### src/pcb_pkg.sv
// Shared constants for the printer command buffer
package pcb_pkg;
  localparam int PCB_NPOS = 20;
  localparam int PCB_CHAR_W = 7;
  localparam int PCB_PTR_W = 5;
  localparam int PCB_ST_W = 4;
  localparam int PCB_OP_W = 13;
  localparam int PCB_FUNC_N = 3;
  localparam int PCB_PIN_N = 5;
  // Bit positions of the sampled calculator pins
  localparam int PCB_PIN_PHI1 = 0;
  localparam int PCB_PIN_PHI2 = 1;
  localparam int PCB_PIN_INSTR = 2;
  localparam int PCB_PIN_DATA = 3;
  localparam int PCB_PIN_SYNC = 4;
  // State times
  localparam logic [3:0] PCB_ST_FIRST = 4'h3;
  localparam logic [3:0] PCB_ST_DATA_LAST = 4'h9;
  localparam logic [3:0] PCB_ST_LAST = 4'hF;
  localparam logic [3:0] PCB_ST_PULL = 4'h2;
  localparam logic [4:0] PCB_PTR_RIGHT = 5'h00;
  localparam logic [5:0] PCB_NPOS6 = 6'h14;
  localparam logic [6:0] PCB_BLANK = 7'h00;
  // Opcodes, state time 15 down to 3
  localparam logic [12:0] PCB_OP_LOAD = 13'h0A68;
  localparam logic [12:0] PCB_OP_FUNC = 13'h0A78;
  localparam logic [12:0] PCB_OP_CLEAR = 13'h0A88;
  localparam logic [12:0] PCB_OP_STEP = 13'h0A98;
  localparam logic [12:0] PCB_OP_PRINT = 13'h0AA8;
  localparam logic [12:0] PCB_OP_FEED = 13'h0AB8;
endpackage

### src/pcb_sync.sv
// Three-stage synchroniser for calculator pins
`timescale 1ns/1ns
module pcb_sync #(
  parameter int W = 1
) (
  input wire logic i_mclk,
  input wire logic i_sys_rst,
  input wire logic i_ce,
  input wire logic [W-1:0] i_async,
  output logic [W-1:0] o_s2,
  output logic [W-1:0] o_s3
);
  typedef struct packed {
    logic [W-1:0] s1;
    logic [W-1:0] s2;
    logic [W-1:0] s3;
  } pcb_sync_t;

  pcb_sync_t sync_q;
  pcb_sync_t sync_d;

  // Stage one is never read outside; it may be metastable
  always_comb begin
    sync_d = sync_q;
    if (i_ce) begin
      sync_d.s1 = i_async;
      sync_d.s2 = sync_q.s1;
      sync_d.s3 = sync_q.s2;
    end
  end

  always_ff @(posedge i_mclk) begin
    if (i_sys_rst) begin
      sync_q <= '0;
    end else begin
      sync_q <= sync_d;
    end
  end

  assign o_s2 = sync_q.s2;
  assign o_s3 = sync_q.s3;
endmodule // pcb_sync

### src/pcb_top.sv
// Printer command decoder and twenty-position character buffer
`timescale 1ns/1ns
module pcb_top
  import pcb_pkg::*;
(
  input wire logic i_mclk,
  input wire logic i_sys_rst,
  input wire logic i_ce,
  input wire logic i_phi1,
  input wire logic i_phi2,
  input wire logic i_frame_sync,
  input wire logic i_instruction_serial_line,
  input wire logic i_character_data_line,
  input wire logic [20:0] i_func_chars,
  input wire logic i_mech_done,
  output logic o_shared_status_return_o,
  output logic o_shared_status_return_oe,
  output logic [6:0] o_func_code,
  output logic [139:0] o_line_chars,
  output logic o_print_start,
  output logic o_feed_start
);
  typedef struct packed {
    logic [PCB_PIN_N-1:0] pin;
    logic [PCB_ST_W-1:0] st;
    logic [PCB_OP_W-1:0] ir;
    logic [PCB_CHAR_W-1:0] dr;
    logic [PCB_NPOS-1:0][PCB_CHAR_W-1:0] mem;
    logic [PCB_PTR_W-1:0] ptr;
    logic active;
    logic arm;
    logic pull;
    logic print_go;
    logic feed_go;
  } pcb_state_t;

  pcb_state_t q;
  pcb_state_t d;
  logic [PCB_PIN_N-1:0] s2;
  logic [PCB_PIN_N-1:0] s3;
  logic ph1_rise;
  logic ph2_rise;
  logic sync_fall;
  logic dec_any;
  logic [PCB_OP_W-1:0] opcode;
  logic dec_load;
  logic dec_func;
  logic dec_clear;
  logic dec_step;
  logic dec_print;
  logic dec_feed;

  pcb_sync #(.W(PCB_PIN_N)) u_sync (
    .i_mclk(i_mclk),
    .i_sys_rst(i_sys_rst),
    .i_ce(i_ce),
    .i_async({i_frame_sync, i_character_data_line, i_instruction_serial_line, i_phi2, i_phi1}),
    .o_s2(s2),
    .o_s3(s3)
  );

  // Move k positions leftward, wrapping past the leftmost position
  function automatic logic [PCB_PTR_W-1:0] pos_add(input logic [PCB_PTR_W-1:0] p,
                                                   input logic [1:0] k);
    logic [5:0] s;
    s = {1'b0, p} + {4'h0, k};
    if (s >= PCB_NPOS6) begin
      s = s - PCB_NPOS6;
    end
    return s[PCB_PTR_W-1:0];
  endfunction

  always_comb begin
    d = q;
    d.print_go = 1'b0;
    d.feed_go = 1'b0;
    // A level change counts only once stages two and three agree
    for (int i = 0; i < PCB_PIN_N; i++) begin
      d.pin[i] = (s2[i] == s3[i]) ? s3[i] : q.pin[i];
    end
    ph1_rise = !q.pin[PCB_PIN_PHI1] && d.pin[PCB_PIN_PHI1];
    ph2_rise = !q.pin[PCB_PIN_PHI2] && d.pin[PCB_PIN_PHI2];
    sync_fall = q.pin[PCB_PIN_SYNC] && !d.pin[PCB_PIN_SYNC];
    opcode = {d.pin[PCB_PIN_INSTR], q.ir[PCB_OP_W-1:1]};
    dec_any = ph2_rise && (q.st == PCB_ST_LAST);
    dec_load = dec_any && (opcode == PCB_OP_LOAD);
    dec_func = dec_any && (opcode == PCB_OP_FUNC);
    dec_clear = dec_any && (opcode == PCB_OP_CLEAR);
    dec_step = dec_any && (opcode == PCB_OP_STEP);
    dec_print = dec_any && (opcode == PCB_OP_PRINT);
    dec_feed = dec_any && (opcode == PCB_OP_FEED);

    if (ph1_rise) begin
      d.st = q.st + 4'h1;
      if (d.st == PCB_ST_PULL && q.arm) begin
        d.pull = 1'b1;
        d.arm = 1'b0;
      end
    end
    if (sync_fall) begin
      d.st = '0;
      d.pull = 1'b0;
    end

    // Shifting runs every cycle whatever the command
    if (ph2_rise && q.st >= PCB_ST_FIRST) begin
      d.ir = opcode;
      if (q.st <= PCB_ST_DATA_LAST) begin
        d.dr = {d.pin[PCB_PIN_DATA], q.dr[PCB_CHAR_W-1:1]};
      end
    end

    // Mechanism finish clears first so a new start in the same cycle wins
    if (i_mech_done) begin
      d.active = 1'b0;
    end
    if (dec_clear) begin
      d.mem = '0;
      d.ptr = PCB_PTR_RIGHT;
    end
    if (dec_load) begin
      d.mem[q.ptr] = q.dr;
      d.ptr = pos_add(q.ptr, 2'd1);
    end
    if (dec_func) begin
      d.mem[q.ptr] = i_func_chars[6:0];
      d.mem[pos_add(q.ptr, 2'd1)] = i_func_chars[13:7];
      d.mem[pos_add(q.ptr, 2'd2)] = i_func_chars[20:14];
      d.ptr = pos_add(q.ptr, 2'd3);
    end
    if (dec_step) begin
      if (q.active) begin
        d.arm = 1'b1;
      end else begin
        d.ptr = pos_add(q.ptr, 2'd1);
      end
    end
    if (dec_print) begin
      d.active = 1'b1;
      d.print_go = 1'b1;
    end
    if (dec_feed) begin
      d.active = 1'b1;
      d.feed_go = 1'b1;
    end
    // Busy is released the moment the mechanism is idle
    if (!d.active) begin
      d.pull = 1'b0;
      d.arm = 1'b0;
    end
  end

  always_ff @(posedge i_mclk) begin
    if (i_sys_rst) begin
      q <= '0;
    end else if (i_ce) begin
      q <= d;
    end
  end

  assign o_shared_status_return_o = 1'b0;
  assign o_shared_status_return_oe = q.pull;
  assign o_func_code = q.dr;
  assign o_line_chars = q.mem;
  assign o_print_start = q.print_go;
  assign o_feed_start = q.feed_go;
endmodule // pcb_top

### config.mk
export PLATFORM = sky130hd
export DESIGN_NAME = pcb_top
export DESIGN_NICKNAME = d
export VERILOG_FILES = /design/src/pcb_pkg.sv /design/src/pcb_sync.sv /design/src/pcb_top.sv
export SDC_FILE = /design/constraint.sdc
export NUM_CORES = 1
export LEC_CHECK = 0
export ABC_CLOCK_PERIOD_IN_PS = 4460
export BUFFER_PORTS_ARGS = -buffer_cell sky130_fd_sc_hd__buf_2
export CAP_MARGIN = 40
export CORE_ASPECT_RATIO = 1.2
export CORE_MARGIN = 2
export CORE_UTILIZATION = 29
export DETAILED_ROUTE_END_ITERATION = 16
export GPL_ROUTABILITY_DRIVEN = 1
export GPL_TIMING_DRIVEN = 1
export PLACE_DENSITY = 0.56
export SETUP_SLACK_MARGIN = 0.05
export SKIP_LAST_GASP = 1
export SLEW_MARGIN = 20
export SYNTH_ARGS = -nofsm -noshare
export SYNTH_HDL_FRONTEND = slang
export SYNTH_SLANG_ARGS = --single-unit
### constraint.sdc
create_clock -name i_mclk -period 4.46 [get_ports i_mclk]
set_clock_uncertainty 0.1 [all_clocks]
set_input_delay 0.892 -clock i_mclk [delete_from_list [all_inputs] [get_ports i_mclk]]
set_output_delay 0.892 -clock i_mclk [all_outputs]
set_load 0.01 [all_outputs]
==> metrics.txt <==
post-synth top area cell dfxtp_1; Syn Inst Count 2,399; crit path time final 3.92 ns; CTS buffer count 17; Worst-Skew Late Latency 0.51 ns; VDD IR max 0.255 mV; Internal Pwr Total 0.00263 W; hold buffer count at CTS 0; Mapped Area 17,000 sq um; max-cap violation count 0; total chip power 0.00368 W; Worst slew margin 41.8%; final setup fails 0; vias in the first global route 18,100; ys flop type dfxtp_1; Detail Route Antenna Nets 0; post-detail-place hpwl 50,000 um; clock sinks 193; PwrDens 204 nW/um^2; DR pass1 iterations 6; IO buf count 179; crit path capture type flip-flop; CP Data Required Time 4.79 ns; Flop pwr share 47.1%; CP Max Fanout 11; synth unique cells 71; critical path type flip-flop to flip-flop; Max Clk Rate 255 MHz; largest net degree at the start of global routing 113; full die area 60,400 sq um; Area Overhead vs Synth 5.99%; H-tree depth 4; period utilization 87.9%; Sw Ratio 28.4%; Synth warnings 0; max-slew violation count 0; worst slack, placed 0.650 ns; Root Driver clkbuf_16; gr usage total 25.0%; DR iter-0 viols 2,751; NetSw 0.00104 W; Mean Syn Cell Area 7.07 sq um; CTS tree done; Clock Tree Buf Depth 2; Min Hold Slack 0.370 ns; measured slew at the worst slew-check pin 0.873 ns; Hold Crit Class flip-flop to flip-flop; leakage power 5.91 nW; Placeable Area 58,100 sq um; first-pass GRT wire length 115,000 um; syn_nets 2,446; Setup TNS Final 0 ns; Comb pwr share 6.6%; outcome finished, final reports clean; Die X 225 um; fillers 6,260; io pins 181; final wirelength 77,900 um; clock power share 46.3%; fin worst setup slack 0.541 ns; Rows 97; layout cell share with drive strength beyond 1 14.5%; routed len/inst 25.6 um; Async S/R FF share, synth 0%; Initial Utilization 29.2%; area share of the largest cell type after synthesis 22.8%; GP Congestion 0.894; PostCTS Resize Cnt 0; top cells by area, synth dfxtp_1 (23%), nand2_1 (9.1%), buf_4 (6.6%); Post-synth EDFFs 0; initial antenna violation count 6; Nets 2,335; die height 269 um; DR vias 19,500; DRC viols 0; total grt overflow 0; Seq cells post-synth 193; unrepaired setup endpoints after global routing false; CTS clk-pin slew, worst paths 0.08 ns; register area share after synthesis 22.8%; number of setup buffers added after CTS 0; DR vias/cell 6.39; Worst EP arrival 4.25 ns; Hold Fails Final Rpt 0; nature of the critical path startpoint flip-flop
==> registers in the layout (all words and copies together), names as in the netlist <==
register / count
o_line_chars: 140
q: 16
opcode: 12
o_func_code: 7
u_sync.o_s2: 5
u_sync.o_s3: 5
u_sync.sync_q: 5
o_feed_start: 1
o_print_start: 1
o_shared_status_return_oe: 1
==> power by group through the flow <==
| stage | Clock (W) | Sequential (W) | Combinational, W |
|---|---|---|---|
| finish | 0.00170 | 0.00173 | 0.000241 |
| global route | 0.00180 | 0.00173 | 0.000244 |
| CTS | 0.00172 | 0.00173 | 0.000228 |
| detailed placement | 0 | 0.00177 | 0.000228 |
| global placement | 0 | 0.00177 | 0.000222 |
| floorplan | 0 | 0.00177 | 0.000114 |
==> layer usage <==
layer / part of all wire, % / global-route usage [%] / vias to the layer above
met3: 11 / 6.45 / 248
met4: 5.3 / 14.2 / 10
met5: 0.073 / 0 / -
li1: - / - / 8577
met1: 38 / 30.7 / 9342
met2: 46 / 39.8 / 1273
==> synth_stat cells, types with 6 or more instances <==
cell,count
clkbuf_1,177
buf_2,25
a311oi_1,30
and3_1,41
a21o_1,35
o31ai_1,13
a31oi_1,110
a21oi_1,155
mux2i_1,63
a211oi_1,11
o21ai_1,91
inv_1,20
nand2b_1,17
nand3b_1,6
buf_1,21
buf_4,150
nor2_1,75
a221oi_1,86
nor3b_1,34
nand2_1,410
nand4_1,10
and2_1,47
a41oi_1,28
nor4_4,13
nand3_1,112
o221ai_1,31
ha_1,17
or3_1,57
nor3_1,22
o211ai_1,61
o21ai_0,112
and4_1,8
o311ai_0,28
nor2b_1,8
dfxtp_1,193
o21a_1,6
==> path summary, 6_finish.rpt <==
check	startpoint	endpoint	slack, ns	cells past startpoint
worst max-delay path	q[6]	o_line_chars[57]	0.54	10
worst min-delay path	o_print_start	o_print_start	0.37	2
worst max register to register	q[6]	o_line_chars[57]	0.54	10
worst min register to register	o_print_start	o_print_start	0.37	2
==> final cells by class <==
type                            count  area (sq um)  share of cell area, %
Sequential cell                   193          3860                   21.5
Clock inverter                     13           151                  0.842
Multi-Input combinational cell   1807         11000                   61.3
Antenna cell                        3          7.51                 0.0418
Timing Repair Buffer              247          1480                   8.21
Tap cell                          742           928                   5.17
Inverter                           22          82.6                  0.459
Clock buffer                       19           453                   2.52
==> per-stage QoR <==
stage          area, sq um  cells  util (%)
6_report             18000   3046      30.9
5_1_grt              18000   3043      30.9
4_1_cts              17900   3039      30.9
3_5_place_dp         17300   3007      29.8
3_3_place_gp         17300   3003      29.7
2_1_floorplan        17000   2399         -
==> cell usage in the layout, fill, tap and decap left out, drive strengths merged, types with 5 or more instances in the layout <==
master	instances
o221ai	31
nor3b	35
nor3	27
o21ai	207
nor2b	8
a41oi	28
mux2i	64
and3	42
and2	48
a311oi	30
o211ai	61
clkinv	5
nand3	116
o31ai	13
o21a	6
and4	8
nand2	411
ha	17
o22ai	5
a21oi	157
inv	26
nand3b	6
a211oi	11
nor2	80
or3	57
a221oi	86
a21o	35
nand4	10
clkbuf	21
buf	245
nand2b	17
o311ai	28
a31oi	110
nor4	15
dfxtp	193
==> critical path, stage by stage, from the launching register on <==
cell,delay (ns)
dfxtp_1,0.43
ha_1,0.34
xnor2_1,0.44
ha_1,0.44
nand3_1,0.14
mux2i_1,0.18
mux4_2,0.34
nor2b_1,0.65
and2_1,0.44
a221oi_1,0.14
a21oi_1,0.20
==> cell families after synthesis <==
kind of cell | Yosys count | synth area share, %
and+or+nand+nor | 896 | 27.1
AOI/OAI and AO/OA | 816 | 31.6
buffers and inverters | 399 | 12.5
DFF | 193 | 22.8
muxes | 68 | 4.26
adders and majority gates | 18 | 1.34
xor gates and xnor gates | 8 | 0.413
other | 1 | 0.0221
(Power assumes the default switching activity.)
